--- src/shared/channel_clock_dividers_regs.vh ---
// register offsets, field positions and reset values of the channel clock dividers
`ifndef CHANNEL_CLOCK_DIVIDERS_REGS_VH
`define CHANNEL_CLOCK_DIVIDERS_REGS_VH

`define CHAN0_PHASE_COUNTS    9'h190
`define CHAN0_DELAY_SETUP     9'h191
`define CHAN1_PHASE_COUNTS    9'h196
`define CHAN1_DELAY_SETUP     9'h197
`define CHAN2_STAGE1_COUNTS   9'h199
`define CHAN2_STAGE2_COUNTS   9'h19b
`define CHAN2_BYPASS_CTRL     9'h19c
`define CHAN2_CORRECTION_CTRL 9'h19d
`define CHAN3_STAGE1_COUNTS   9'h19e
`define CHAN3_STAGE2_COUNTS   9'h1a0
`define CHAN3_BYPASS_CTRL     9'h1a1
`define CHAN3_CORRECTION_CTRL 9'h1a2
`define OUTPUT_MODE_CTRL      9'h1f0
`define OUTPUT_LEVEL_STATUS   9'h1f1
`define RESYNC_CMD            9'h1f2

`define LOW_COUNT_MSB         7
`define LOW_COUNT_LSB         4
`define HIGH_COUNT_MSB        3
`define HIGH_COUNT_LSB        0
`define DIV01_BYPASS_BIT      7
`define INITIAL_LEVEL_BIT     4
`define COARSE_DELAY_MSB      3
`define COARSE_DELAY_LSB      0
`define STAGE1_BYPASS_BIT     4
`define STAGE2_BYPASS_BIT     5
`define DUTY_FIX_DISABLE_BIT  0
`define SE_MODE_LSB           0
`define B_ENABLE_LSB          4

`define COUNTS_RESET          8'h00
`define DELAY_SETUP_RESET     8'h00
`define BYPASS_CTRL_RESET     8'h00
`define CORRECTION_CTRL_RESET 8'h00
`define OUTPUT_MODE_RESET     8'h00
`define OFFSET_WRAP           5'h10

`endif

--- src/design/channel_clock_dividers.v ---
// channel clock dividers: two single-stage and two cascaded-stage channels with register port
// Functional notes
// channels 0/1 offset: initial level bit weighs 16, coarse delay bits 8,4,2,1
// offset up to 15 delays that many cycles; else offset-16+low count+1
// high count sets high phase, low count sets low phase, in input cycles
// each count field holds cycles minus one
// channels 2/3 drive two differential outputs, each splittable into A and B
// B single-ended output stays off after reset until enabled
// channels 2/3 cascade two 2-to-32 stages, product up to 1024
// stage bypass bits 4 and 5 give ratio one
// both bypassed gives 1; second bypassed gives first ratio; else product
// software uses first stage alone, never second stage alone
// duty fix on by default; bit 0 disables it for both stages
// software sets equal counts for even ratio, low one above high for odd
// with duty fix, lone bypassed or lone even stage must be second
// duty fix off: last active stage gives high+1 over high+low+2
// duty fix off, both bypassed: output follows input clock duty
// software issues a sync after changing coarse offsets
// channels 0/1 divide by high+low+2, or exactly one when bypassed
// each stage counts input rising edges, high phase then low, repeating
//
// Added by the designer: the strobed register port.
`timescale 1ns/1ns
`include "channel_clock_dividers_regs.vh"

module div_stage (
  input  wire       sys_clk,
  input  wire       srst,
  input  wire       restart,
  input  wire       tick_r,
  input  wire       tick_f,
  input  wire       in_lvl,
  input  wire [3:0] lo_cnt,
  input  wire [3:0] hi_cnt,
  input  wire       bypass,
  input  wire       fix,
  input  wire [4:0] delay,
  output reg        out_lvl,
  output reg        out_r,
  output reg        out_f
);
  localparam ST_WAIT = 3'b001;
  localparam ST_HIGH = 3'b010;
  localparam ST_LOW  = 3'b100;

  reg [2:0] state;
  reg [4:0] cnt;
  reg       half;
  wire      odd_fix;

  // odd ratio with low one above high: stretch high by half an input cycle
  assign odd_fix = fix && ({1'b0, lo_cnt} == {1'b0, hi_cnt} + 5'h01);

  always @(posedge sys_clk) begin
    if (srst || restart) begin
      state   <= ST_WAIT;
      cnt     <= 5'h00;
      half    <= 1'b0;
      out_lvl <= 1'b0;
      out_r   <= 1'b0;
      out_f   <= 1'b0;
    end else begin
      out_r <= 1'b0;
      out_f <= 1'b0;
      if (bypass) begin
        out_lvl <= in_lvl;
        out_r   <= tick_r;
        out_f   <= tick_f;
      end else begin
        case (state)
          ST_WAIT: begin
            if (tick_r) begin
              if (cnt == delay) begin
                state   <= ST_HIGH;
                cnt     <= 5'h00;
                out_lvl <= 1'b1;
                out_r   <= 1'b1;
              end else begin
                cnt <= cnt + 5'h01;
              end
            end
          end
          ST_HIGH: begin
            if (half) begin
              if (tick_f) begin
                state   <= ST_LOW;
                half    <= 1'b0;
                cnt     <= 5'h00;
                out_lvl <= 1'b0;
                out_f   <= 1'b1;
              end
            end else if (tick_r) begin
              if (cnt == {1'b0, hi_cnt}) begin
                if (odd_fix) begin
                  half <= 1'b1;
                end else begin
                  state   <= ST_LOW;
                  cnt     <= 5'h00;
                  out_lvl <= 1'b0;
                  out_f   <= 1'b1;
                end
              end else begin
                cnt <= cnt + 5'h01;
              end
            end
          end
          ST_LOW: begin
            if (tick_r) begin
              if (cnt == {1'b0, lo_cnt}) begin
                state   <= ST_HIGH;
                cnt     <= 5'h00;
                out_lvl <= 1'b1;
                out_r   <= 1'b1;
              end else begin
                cnt <= cnt + 5'h01;
              end
            end
          end
          default: begin
            state <= ST_WAIT;
          end
        endcase
      end
    end
  end
endmodule

module channel_clock_dividers (
  input  wire       sys_clk,
  input  wire       srst,
  input  wire       div_clk_in,
  input  wire [8:0] reg_addr,
  input  wire [7:0] reg_wdata,
  input  wire       reg_wr,
  input  wire       reg_rd,
  output reg  [7:0] reg_rdata,
  output reg        chan0_out,
  output reg        chan1_out,
  output reg        chan2_diff_out_a_p,
  output reg        chan2_diff_out_a_n,
  output reg        chan2_diff_out_b_p,
  output reg        chan2_diff_out_b_n,
  output reg        chan3_diff_out_a_p,
  output reg        chan3_diff_out_a_n,
  output reg        chan3_diff_out_b_p,
  output reg        chan3_diff_out_b_n
);
  reg  [7:0] chan0_phase_counts;
  reg  [7:0] chan0_delay_setup;
  reg  [7:0] chan1_phase_counts;
  reg  [7:0] chan1_delay_setup;
  reg  [7:0] chan2_stage1_counts;
  reg  [7:0] chan2_stage2_counts;
  reg  [7:0] chan2_bypass_ctrl;
  reg  [7:0] chan2_correction_ctrl;
  reg  [7:0] chan3_stage1_counts;
  reg  [7:0] chan3_stage2_counts;
  reg  [7:0] chan3_bypass_ctrl;
  reg  [7:0] chan3_correction_ctrl;
  reg  [7:0] output_mode;
  reg        resync;
  reg        in_sync1;
  reg        in_sync2;
  reg        in_prev;
  reg  [7:0] next_rdata;
  wire       in_rise;
  wire       in_fall;
  wire       ch0_lvl;
  wire       ch1_lvl;
  wire       c2s1_lvl;
  wire       c2s1_r;
  wire       c2s1_f;
  wire       c2_lvl;
  wire       c3s1_lvl;
  wire       c3s1_r;
  wire       c3s1_f;
  wire       c3_lvl;

  // five-bit offset and resulting delay in input cycles
  function [4:0] coarse_delay;
    input [7:0] setup;
    input [3:0] lo;
    reg   [4:0] phi;
    begin
      phi = {setup[`INITIAL_LEVEL_BIT], setup[`COARSE_DELAY_MSB:`COARSE_DELAY_LSB]};
      if (phi < `OFFSET_WRAP)
        coarse_delay = phi;
      else
        coarse_delay = phi - `OFFSET_WRAP + {1'b0, lo} + 5'h01;
    end
  endfunction

  // complement in differential mode; in single-ended mode B only when enabled
  function pin_b;
    input lvl;
    input se;
    input b_en;
    begin
      pin_b = se ? (b_en & lvl) : ~lvl;
    end
  endfunction

  // input clock from outside: two flops before any use
  always @(posedge sys_clk) begin
    in_sync1 <= div_clk_in;
    in_sync2 <= in_sync1;
    in_prev  <= in_sync2;
  end
  assign in_rise = in_sync2 & ~in_prev;
  assign in_fall = ~in_sync2 & in_prev;

  always @(posedge sys_clk) begin
    if (srst) begin
      chan0_phase_counts    <= `COUNTS_RESET;
      chan0_delay_setup     <= `DELAY_SETUP_RESET;
      chan1_phase_counts    <= `COUNTS_RESET;
      chan1_delay_setup     <= `DELAY_SETUP_RESET;
      chan2_stage1_counts   <= `COUNTS_RESET;
      chan2_stage2_counts   <= `COUNTS_RESET;
      chan2_bypass_ctrl     <= `BYPASS_CTRL_RESET;
      chan2_correction_ctrl <= `CORRECTION_CTRL_RESET;
      chan3_stage1_counts   <= `COUNTS_RESET;
      chan3_stage2_counts   <= `COUNTS_RESET;
      chan3_bypass_ctrl     <= `BYPASS_CTRL_RESET;
      chan3_correction_ctrl <= `CORRECTION_CTRL_RESET;
      output_mode           <= `OUTPUT_MODE_RESET;
      resync                <= 1'b0;
    end else begin
      resync <= reg_wr && (reg_addr == `RESYNC_CMD);
      if (reg_wr) begin
        case (reg_addr)
          `CHAN0_PHASE_COUNTS:    chan0_phase_counts    <= reg_wdata;
          `CHAN0_DELAY_SETUP:     chan0_delay_setup     <= reg_wdata;
          `CHAN1_PHASE_COUNTS:    chan1_phase_counts    <= reg_wdata;
          `CHAN1_DELAY_SETUP:     chan1_delay_setup     <= reg_wdata;
          `CHAN2_STAGE1_COUNTS:   chan2_stage1_counts   <= reg_wdata;
          `CHAN2_STAGE2_COUNTS:   chan2_stage2_counts   <= reg_wdata;
          `CHAN2_BYPASS_CTRL:     chan2_bypass_ctrl     <= reg_wdata;
          `CHAN2_CORRECTION_CTRL: chan2_correction_ctrl <= reg_wdata;
          `CHAN3_STAGE1_COUNTS:   chan3_stage1_counts   <= reg_wdata;
          `CHAN3_STAGE2_COUNTS:   chan3_stage2_counts   <= reg_wdata;
          `CHAN3_BYPASS_CTRL:     chan3_bypass_ctrl     <= reg_wdata;
          `CHAN3_CORRECTION_CTRL: chan3_correction_ctrl <= reg_wdata;
          `OUTPUT_MODE_CTRL:      output_mode           <= reg_wdata;
          default: begin
          end
        endcase
      end
    end
  end

  always @* begin
    next_rdata = 8'h00;
    case (reg_addr)
      `CHAN0_PHASE_COUNTS:    next_rdata = chan0_phase_counts;
      `CHAN0_DELAY_SETUP:     next_rdata = chan0_delay_setup;
      `CHAN1_PHASE_COUNTS:    next_rdata = chan1_phase_counts;
      `CHAN1_DELAY_SETUP:     next_rdata = chan1_delay_setup;
      `CHAN2_STAGE1_COUNTS:   next_rdata = chan2_stage1_counts;
      `CHAN2_STAGE2_COUNTS:   next_rdata = chan2_stage2_counts;
      `CHAN2_BYPASS_CTRL:     next_rdata = chan2_bypass_ctrl;
      `CHAN2_CORRECTION_CTRL: next_rdata = chan2_correction_ctrl;
      `CHAN3_STAGE1_COUNTS:   next_rdata = chan3_stage1_counts;
      `CHAN3_STAGE2_COUNTS:   next_rdata = chan3_stage2_counts;
      `CHAN3_BYPASS_CTRL:     next_rdata = chan3_bypass_ctrl;
      `CHAN3_CORRECTION_CTRL: next_rdata = chan3_correction_ctrl;
      `OUTPUT_MODE_CTRL:      next_rdata = output_mode;
      `OUTPUT_LEVEL_STATUS:   next_rdata = {4'h0, c3_lvl, c2_lvl, ch1_lvl, ch0_lvl};
      default:                next_rdata = 8'h00;
    endcase
  end

  always @(posedge sys_clk) begin
    if (srst)
      reg_rdata <= 8'h00;
    else
      reg_rdata <= reg_rd ? next_rdata : 8'h00;
  end

  // channels 0 and 1: single stage with coarse offset
  div_stage u_ch0 (
    .sys_clk (sys_clk),
    .srst    (srst),
    .restart (resync),
    .tick_r  (in_rise),
    .tick_f  (in_fall),
    .in_lvl  (in_sync2),
    .lo_cnt  (chan0_phase_counts[`LOW_COUNT_MSB:`LOW_COUNT_LSB]),
    .hi_cnt  (chan0_phase_counts[`HIGH_COUNT_MSB:`HIGH_COUNT_LSB]),
    .bypass  (chan0_delay_setup[`DIV01_BYPASS_BIT]),
    .fix     (1'b0),
    .delay   (coarse_delay(chan0_delay_setup, chan0_phase_counts[`LOW_COUNT_MSB:`LOW_COUNT_LSB])),
    .out_lvl (ch0_lvl),
    .out_r   (),
    .out_f   ()
  );

  div_stage u_ch1 (
    .sys_clk (sys_clk),
    .srst    (srst),
    .restart (resync),
    .tick_r  (in_rise),
    .tick_f  (in_fall),
    .in_lvl  (in_sync2),
    .lo_cnt  (chan1_phase_counts[`LOW_COUNT_MSB:`LOW_COUNT_LSB]),
    .hi_cnt  (chan1_phase_counts[`HIGH_COUNT_MSB:`HIGH_COUNT_LSB]),
    .bypass  (chan1_delay_setup[`DIV01_BYPASS_BIT]),
    .fix     (1'b0),
    .delay   (coarse_delay(chan1_delay_setup, chan1_phase_counts[`LOW_COUNT_MSB:`LOW_COUNT_LSB])),
    .out_lvl (ch1_lvl),
    .out_r   (),
    .out_f   ()
  );

  // channels 2 and 3: second stage runs on first stage edges
  div_stage u_c2s1 (
    .sys_clk (sys_clk),
    .srst    (srst),
    .restart (resync),
    .tick_r  (in_rise),
    .tick_f  (in_fall),
    .in_lvl  (in_sync2),
    .lo_cnt  (chan2_stage1_counts[`LOW_COUNT_MSB:`LOW_COUNT_LSB]),
    .hi_cnt  (chan2_stage1_counts[`HIGH_COUNT_MSB:`HIGH_COUNT_LSB]),
    .bypass  (chan2_bypass_ctrl[`STAGE1_BYPASS_BIT]),
    .fix     (~chan2_correction_ctrl[`DUTY_FIX_DISABLE_BIT]),
    .delay   (5'h00),
    .out_lvl (c2s1_lvl),
    .out_r   (c2s1_r),
    .out_f   (c2s1_f)
  );

  div_stage u_c2s2 (
    .sys_clk (sys_clk),
    .srst    (srst),
    .restart (resync),
    .tick_r  (c2s1_r),
    .tick_f  (c2s1_f),
    .in_lvl  (c2s1_lvl),
    .lo_cnt  (chan2_stage2_counts[`LOW_COUNT_MSB:`LOW_COUNT_LSB]),
    .hi_cnt  (chan2_stage2_counts[`HIGH_COUNT_MSB:`HIGH_COUNT_LSB]),
    .bypass  (chan2_bypass_ctrl[`STAGE2_BYPASS_BIT]),
    .fix     (~chan2_correction_ctrl[`DUTY_FIX_DISABLE_BIT]),
    .delay   (5'h00),
    .out_lvl (c2_lvl),
    .out_r   (),
    .out_f   ()
  );

  div_stage u_c3s1 (
    .sys_clk (sys_clk),
    .srst    (srst),
    .restart (resync),
    .tick_r  (in_rise),
    .tick_f  (in_fall),
    .in_lvl  (in_sync2),
    .lo_cnt  (chan3_stage1_counts[`LOW_COUNT_MSB:`LOW_COUNT_LSB]),
    .hi_cnt  (chan3_stage1_counts[`HIGH_COUNT_MSB:`HIGH_COUNT_LSB]),
    .bypass  (chan3_bypass_ctrl[`STAGE1_BYPASS_BIT]),
    .fix     (~chan3_correction_ctrl[`DUTY_FIX_DISABLE_BIT]),
    .delay   (5'h00),
    .out_lvl (c3s1_lvl),
    .out_r   (c3s1_r),
    .out_f   (c3s1_f)
  );

  div_stage u_c3s2 (
    .sys_clk (sys_clk),
    .srst    (srst),
    .restart (resync),
    .tick_r  (c3s1_r),
    .tick_f  (c3s1_f),
    .in_lvl  (c3s1_lvl),
    .lo_cnt  (chan3_stage2_counts[`LOW_COUNT_MSB:`LOW_COUNT_LSB]),
    .hi_cnt  (chan3_stage2_counts[`HIGH_COUNT_MSB:`HIGH_COUNT_LSB]),
    .bypass  (chan3_bypass_ctrl[`STAGE2_BYPASS_BIT]),
    .fix     (~chan3_correction_ctrl[`DUTY_FIX_DISABLE_BIT]),
    .delay   (5'h00),
    .out_lvl (c3_lvl),
    .out_r   (),
    .out_f   ()
  );

  // output pins: mode bits per output, B enable per output
  always @(posedge sys_clk) begin
    if (srst) begin
      chan0_out          <= 1'b0;
      chan1_out          <= 1'b0;
      chan2_diff_out_a_p <= 1'b0;
      chan2_diff_out_a_n <= 1'b0;
      chan2_diff_out_b_p <= 1'b0;
      chan2_diff_out_b_n <= 1'b0;
      chan3_diff_out_a_p <= 1'b0;
      chan3_diff_out_a_n <= 1'b0;
      chan3_diff_out_b_p <= 1'b0;
      chan3_diff_out_b_n <= 1'b0;
    end else begin
      chan0_out          <= ch0_lvl;
      chan1_out          <= ch1_lvl;
      chan2_diff_out_a_p <= c2_lvl;
      chan2_diff_out_a_n <= pin_b(c2_lvl, output_mode[`SE_MODE_LSB], output_mode[`B_ENABLE_LSB]);
      chan2_diff_out_b_p <= c2_lvl;
      chan2_diff_out_b_n <= pin_b(c2_lvl, output_mode[`SE_MODE_LSB + 1], output_mode[`B_ENABLE_LSB + 1]);
      chan3_diff_out_a_p <= c3_lvl;
      chan3_diff_out_a_n <= pin_b(c3_lvl, output_mode[`SE_MODE_LSB + 2], output_mode[`B_ENABLE_LSB + 2]);
      chan3_diff_out_b_p <= c3_lvl;
      chan3_diff_out_b_n <= pin_b(c3_lvl, output_mode[`SE_MODE_LSB + 3], output_mode[`B_ENABLE_LSB + 3]);
    end
  end
endmodule

--- config.mk ---
export PLATFORM = sky130hd
export DESIGN_NAME = channel_clock_dividers
export DESIGN_NICKNAME = d
export VERILOG_FILES = /design/src/design/channel_clock_dividers.v
export VERILOG_INCLUDE_DIRS = /design/src /design/src/shared
export SDC_FILE = /design/constraint.sdc
export NUM_CORES = 1
export LEC_CHECK = 0
export BUFFER_PORTS_ARGS = -buffer_cell sky130_fd_sc_hd__buf_2
export CORE_MARGIN = 4
export CORE_UTILIZATION = 45
export CTS_CLUSTER_SIZE = 25
export DETAILED_ROUTE_END_ITERATION = 10
export GPL_ROUTABILITY_DRIVEN = 0
export PLACE_DENSITY = 0.6
export SETUP_SLACK_MARGIN = 0.5
export SLEW_MARGIN = 30
export SYNTH_ARGS = -nofsm -noshare
export SYNTH_HDL_FRONTEND = slang
export SYNTH_SLANG_ARGS = --single-unit
--- constraint.sdc ---
create_clock -name sys_clk -period 7.9 [get_ports sys_clk]
set_input_delay 0 -clock sys_clk [delete_from_list [all_inputs] [get_ports sys_clk]]
set_output_delay 0 -clock sys_clk [all_outputs]
set_load 0.005 [all_outputs]
# After elaboration in Yosys (flattened, before gate mapping)
# Cells that the tools add are included.
# classes
n_reduce_logical	60
eq_ne	147
n_bitwise	19
add_sub_neg	16
magnitude_cmp	2
n_mux	224
# op_table
cell	n
5-bit two-way mux	51
3-bit two-way mux	49
9-bit equality test, second input constant	15
8-bit one-hot mux with 14 select lines	1
1-bit two-way mux	103
5-bit one-hot mux with 3 select lines	6
3-bit by 2-bit != test with 1-bit output, second input constant	28
9-bit AND reduction	8
5-bit by 4-bit equality test with 1-bit output	12
4-bit by 3-bit != test with 1-bit output, second input constant	14
3-bit one-hot mux with 3 select lines	6
5-bit by 1-bit adder with 5-bit output, second input constant	8
2-bit AND reduction	19
2-bit by 1-bit != test with 1-bit output, second input constant	18
4-bit by 2-bit != test with 1-bit output, second input constant	9
8-bit AND reduction	4
7-bit AND reduction	4
3-bit by 1-bit != test with 1-bit output, second input constant	9
3-bit != test, second input constant	9
4-bit nonzero test	6
4-bit by 1-bit adder with 5-bit output, second input constant	4
4-bit by 5-bit equality test with 1-bit output	4
5-bit logical NOT	4
3-bit by 1-bit equality test with 1-bit output, second input constant	6
17 further kinds	71
# totals
wordCells	522
ff_bits	188

# Longest topological paths before layout
# logic_depth
word_depth	9
mapped_depth	11

# By module
# A second synthesis with hierarchy kept.
# hier_totals
cells_unflattened	1422
area_unflattened_um2	12191.7
# modules_own_cells
mod	cells_each	area_each_um2	n_inst
channel_clock_dividers	695	5923.2	1
div_stage (u_c2s1 ...)	120	1058.5	4
div_stage (u_ch1)	121	1033.5	1
div_stage (u_ch0)	126	1001.0	1

# Least setup slack after synthesis
# Ideal clock, no wire load.
# synth_path
kind	reg-to-reg
startpoint	register chan0_phase_counts[4]
endpoint	register u_ch0.state[0]
arrival_ns	2.455
path_buffers	0
setup_time_ns	0.114
stages_incl_launch_ff	12
slack_ns	5.331
cell_sequence	dfxtp_1 > inv_1 > ha_1 > inv_1 > fa_1 > a21oi_1 > o21bai_1 > a21o_1 > a2111oi_2 > nand2_1 > or4b_1 > a21o_1
# synth_via
elab_chain_len	6
word_cells_on_any_way	8
# synth_lines
item	line	text
start, declared	channel_clock_dividers.v:148	reg [7:0] chan0_phase_counts;
start signal, assigned	channel_clock_dividers.v:214	chan0_phase_counts <= `COUNTS_RESET;
start signal, assigned	channel_clock_dividers.v:232	`CHAN0_PHASE_COUNTS: chan0_phase_counts <= reg_wdata;
5-bit by 4-bit adder with 5-bit output	channel_clock_dividers.v:189	coarse_delay = phi - `OFFSET_WRAP + {1'b0, lo} + 5'h01;
5-bit by 1-bit adder with 5-bit output	channel_clock_dividers.v:189	
5-bit two-way mux	channel_clock_dividers.v:186	if (phi < `OFFSET_WRAP)
5-bit equality test	channel_clock_dividers.v:73	if (cnt == delay) begin
2-bit by 1-bit != test with 1-bit output (no line)	--	
8-bit AND reduction (no line) *	--	
end signal, assigned	channel_clock_dividers.v:74	state <= ST_HIGH;
end signal, assigned	channel_clock_dividers.v:86	state <= ST_LOW;
end signal, assigned	channel_clock_dividers.v:97	state <= ST_LOW;
end, declared	channel_clock_dividers.v:46	reg [2:0] state;
# Every way passes the cells marked *; elsewhere a longest branch is shown, timed or not.
# A chain may end at the register's enable or synchronous reset.

# Worst setup path after layout
# layout_path
startpoint	register in_sync2
endpoint	register u_ch1.cnt[4]
# layout_via
elab_chain_len	4
word_cells_on_any_way	8
# layout_lines
item	line	text
start, declared	channel_clock_dividers.v:163	reg in_sync2;
start signal, assigned	channel_clock_dividers.v:206	in_sync2 <= in_sync1;
1-bit NOT	channel_clock_dividers.v:210	assign in_fall = ~in_sync2 & in_prev;
1-bit bitwise AND	channel_clock_dividers.v:210	
3-bit by 2-bit != test with 1-bit output (no line)	--	
6-bit AND reduction (no line) *	--	
end signal, assigned	channel_clock_dividers.v:79	cnt <= cnt + 5'h01;
end signal, assigned	channel_clock_dividers.v:103	cnt <= cnt + 5'h01;
end signal, assigned	channel_clock_dividers.v:115	cnt <= cnt + 5'h01;
end, declared	channel_clock_dividers.v:47	reg [4:0] cnt;
# Marks and branches as above.

==> impl_metrics.env <==
export IMPL_report_final_slew_viol_count=0
export IMPL_holdWs_ns=0.0110
export IMPL_period_needed_ns=2.81
export IMPL_cp_start_kind="flip-flop"
export IMPL_htreeDepth=4
export IMPL_power_density_mw_per_mm2=203
export IMPL_hold_path_class="in2reg"
export IMPL_critPathCaptureType="flip-flop"
export IMPL_via_count=9521
export IMPL_crit_type="reg2reg"
export IMPL_ioPinCount=40
export IMPL_maxCapViolCount=0
export IMPL_grt_max_degree=74
export IMPL_die_h_um=163
export IMPL_grt_pass1_wl_um=49100
export IMPL_grt_overflow=0
export IMPL_clock_path_buffers=2
export IMPL_fin_crit_sh_pct=35.6
export IMPL_drt_initial_drc_count=1081
export IMPL_ant_nets=0
export IMPL_start_util_pct=45.9
export IMPL_worst_path_max_fanout=16
export IMPL_synth_cells=1316
export IMPL_ys_ff_latch=188
export IMPL_finClkSkew_ns=0.0101
export IMPL_synthesis_area_mm2=0.0108
export IMPL_drt_wirelength_per_cell_um=18.8
export IMPL_worstPathArrival_ns=3.19
export IMPL_die_area_mm2=0.0265
export IMPL_critPathSlowestCell="dfxtp_1"
export IMPL_required_ns=8.27
export IMPL_layout_nets=1344
export IMPL_cts_made_buffers=17
export IMPL_clkLatencyLatePin_ns=0.45
export IMPL_core_mm2=0.0235
export IMPL_io_buffers=39
export IMPL_clock_sinks=188
export IMPL_hold_viol=0
export IMPL_dpl_hpwl_um=21500
export IMPL_setup_viol_count_final=0
export IMPL_vias_per_cell=5.83
export IMPL_drive_gt1_share_pct=9.08
export IMPL_p_leak_nw=4.78
export IMPL_synth_flop_cell="dfxtp_1"
export IMPL_async_flop_share_pct=0
export IMPL_post_cts_buffers=0
export IMPL_cp_cell_sequence="nand2b_1, o21ai_0, a21boi_1, or2_1, or4_1, a31oi_1"
export IMPL_cts_tree="done"
export IMPL_gr_usage_all_layers_pct=23.3
export IMPL_outcome="complete, no violations"
export IMPL_yosysUniqueCellTypes=87
export IMPL_clockRootBuffer="clkbuf_16"
export IMPL_cts_resized_gates=0
export IMPL_antenna_found_initial=2
export IMPL_wirelength_um=30700
export IMPL_clkTransAtPathRegs_ns=0.08
export IMPL_drt_pass1_iter_count=5
export IMPL_nFillCells=2326
export IMPL_worst_slew_pin_slew_ns=0.880
export IMPL_finalPower_mw=2.38
export IMPL_grt_pass1_vias=8738
export IMPL_synth_edf_count=0
export IMPL_max_slew_margin_pct=40.8
export IMPL_die_w_um=163
export IMPL_ir_drop_v=0.000131
export IMPL_setup_tns_ns=0
export IMPL_rows=56
export IMPL_area_delta_synth_final_pct=8.75
export IMPL_synth_warnings=0
export IMPL_drc_errors=0
export IMPL_rsz0062_at_grt="false"
export IMPL_synth_area_per_cell_um2=8.21
export IMPL_synth_nets=1362
export IMPL_yosysSeqAreaShare_pct=34.8
export IMPL_max_stage_delay_ns=0.69
export IMPL_fmax_mhz=356
==> per-stage QoR <==
step	std cells	util [%]	worst slack, ns	area, um^2
6_report	1632	49.9	5.09	11700
5_1_grt	1631	49.9	4.85	11700
4_1_cts	1630	49.9	5.08	11700
3_5_place_dp	1596	47.2	5.10	11100
3_3_place_gp	1596	47.2	5.22	11100
2_1_floorplan	1316	-	5.33	10800
==> final timing paths <==
kind | startpoint | to | slack [ns] | depth (start not counted)
setup / recovery | in_sync2$_DFF_P_ | u_ch1.cnt[4]$_SDFFE_PP0P_ | 5.09 | 6
hold / removal | reg_wdata[1] | chan2_stage1_counts[1]$_SDFFE_PP0P_ | 0.01 | 3
setup reg to reg | in_sync2$_DFF_P_ | u_ch1.cnt[4]$_SDFFE_PP0P_ | 5.09 | 6
hold reg to reg | in_sync1$_DFF_P_ | in_sync2$_DFF_P_ | 0.34 | 0
==> registers in the layout, summed over array words and instances, names as in the netlist, 8 cells and up <==
| register | count |
|---|---|
| chan3_stage2_counts | 8 |
| chan2_stage1_counts | 8 |
| reg_rdata | 8 |
| chan0_delay_setup | 8 |
| chan3_bypass_ctrl | 8 |
| chan2_bypass_ctrl | 8 |
| chan2_stage2_counts | 8 |
| output_mode | 8 |
| chan1_delay_setup | 8 |
| chan1_phase_counts | 8 |
| chan0_phase_counts | 8 |
| chan3_stage1_counts | 8 |
| chan2_correction_ctrl | 8 |
| chan3_correction_ctrl | 8 |
==> synth_stat cells, types with 7 or more instances <==
library cell / n / area, um^2
a211oi_1: 13 / 97.6
a21oi_1: 105 / 526
a22o_1: 13 / 114
a22oi_1: 12 / 90.1
a31oi_1: 15 / 93.8
and3_1: 10 / 62.6
buf_2: 11 / 55.1
clkbuf_1: 64 / 240
dfxtp_1: 188 / 3760
ha_1: 22 / 275
inv_1: 41 / 154
mux2i_1: 95 / 951
nand2_1: 96 / 360
nand2b_1: 16 / 100
nand3_1: 101 / 505
nand3b_1: 8 / 60.1
nand4_1: 9 / 56.3
nor2_1: 142 / 533
nor2b_1: 28 / 175
nor3_1: 26 / 130
nor4_1: 11 / 68.8
o21ai_0: 35 / 175
o22ai_1: 8 / 50.1
o31ai_1: 7 / 52.6
or2_2: 9 / 56.3
or3_1: 14 / 87.6
xnor2_1: 55 / 482
xor2_1: 30 / 263
==> logic make-up (layout without fill, tap and decap cells) <==
kind of cell	after synthesis	in the layout	synth area share, %
other	0	2	0
buffers and inverters	129	124	4.90
adders and majority gates	24	24	2.92
xor gates and xnor gates	85	85	6.89
muxes	96	96	8.91
DFF	188	188	34.8
AOI/OAI and AO/OA	282	282	17.6
and+or+nand+nor	512	512	23.9
==> critical path, delay by kind of cell, from the launching register on <==
kind	cells	cell delay (ns)
AOI/OAI and AO/OA	3	0.62
DFF	1	0.69
and+or+nand+nor	3	1.42
==> cell usage in the layout (no fill, tap or decap), types with 11 or more instances in the layout <==
cell       Yosys  routed
nor3_1        26      26
buf_4          4      11
a21oi_1      105     105
nand3_1      101     101
buf_2         11      38
dfxtp_1      188     188
nor2_1       142     141
xnor2_1       55      55
clkbuf_16      0      17
a211oi_1      13      13
nor2b_1       28      28
a22oi_1       12      12
inv_1         41      41
ha_1          22      22
nand2_1       96      96
or3_1         14      14
a22o_1        13      13
xor2_1        30      30
a31oi_1       15      15
nand2b_1      16      16
mux2i_1       95      95
o21ai_0       35      35
==> final cells by class <==
cell class | instances | area (um^2) | area share, %
multi-input combinational | 999 | 6520 | 55.5
antenna | 2 | 5.00 | 0.0426
tap | 319 | 399 | 3.40
clock inverter | 14 | 175 | 1.49
sequential | 188 | 3760 | 32.0
timing repair buffer | 51 | 293 | 2.49
clock buffer | 18 | 439 | 3.74
inverter | 41 | 154 | 1.31
==> metal layers <==
metal | vias to the layer above | part of all wire (%) | global-route usage (%)
met2 | 247 | 47 | 37.8
met3 | 47 | 4.2 | 3.67
met5 | - | 0.039 | 0
li1 | 4665 | - | -
met4 | 2 | 2.0 | 7.01
met1 | 4560 | 46 | 31.9
==> where the power goes <==
group / total [mW] / internal [mW] / leakage (nW) / switching [mW]
Clock: 0.912 / 0.489 / 0.303 / 0.423
Sequential: 1.06 / 0.990 / 1.52 / 0.0738
Combinational: 0.403 / 0.171 / 2.96 / 0.233
==> timing repair <==
action,in CTS,in global routing
hold endpoints to repair,18,0
hold buffers,2,0
endpoints found under the setup margin,0,0
(Power assumes the default switching activity.)
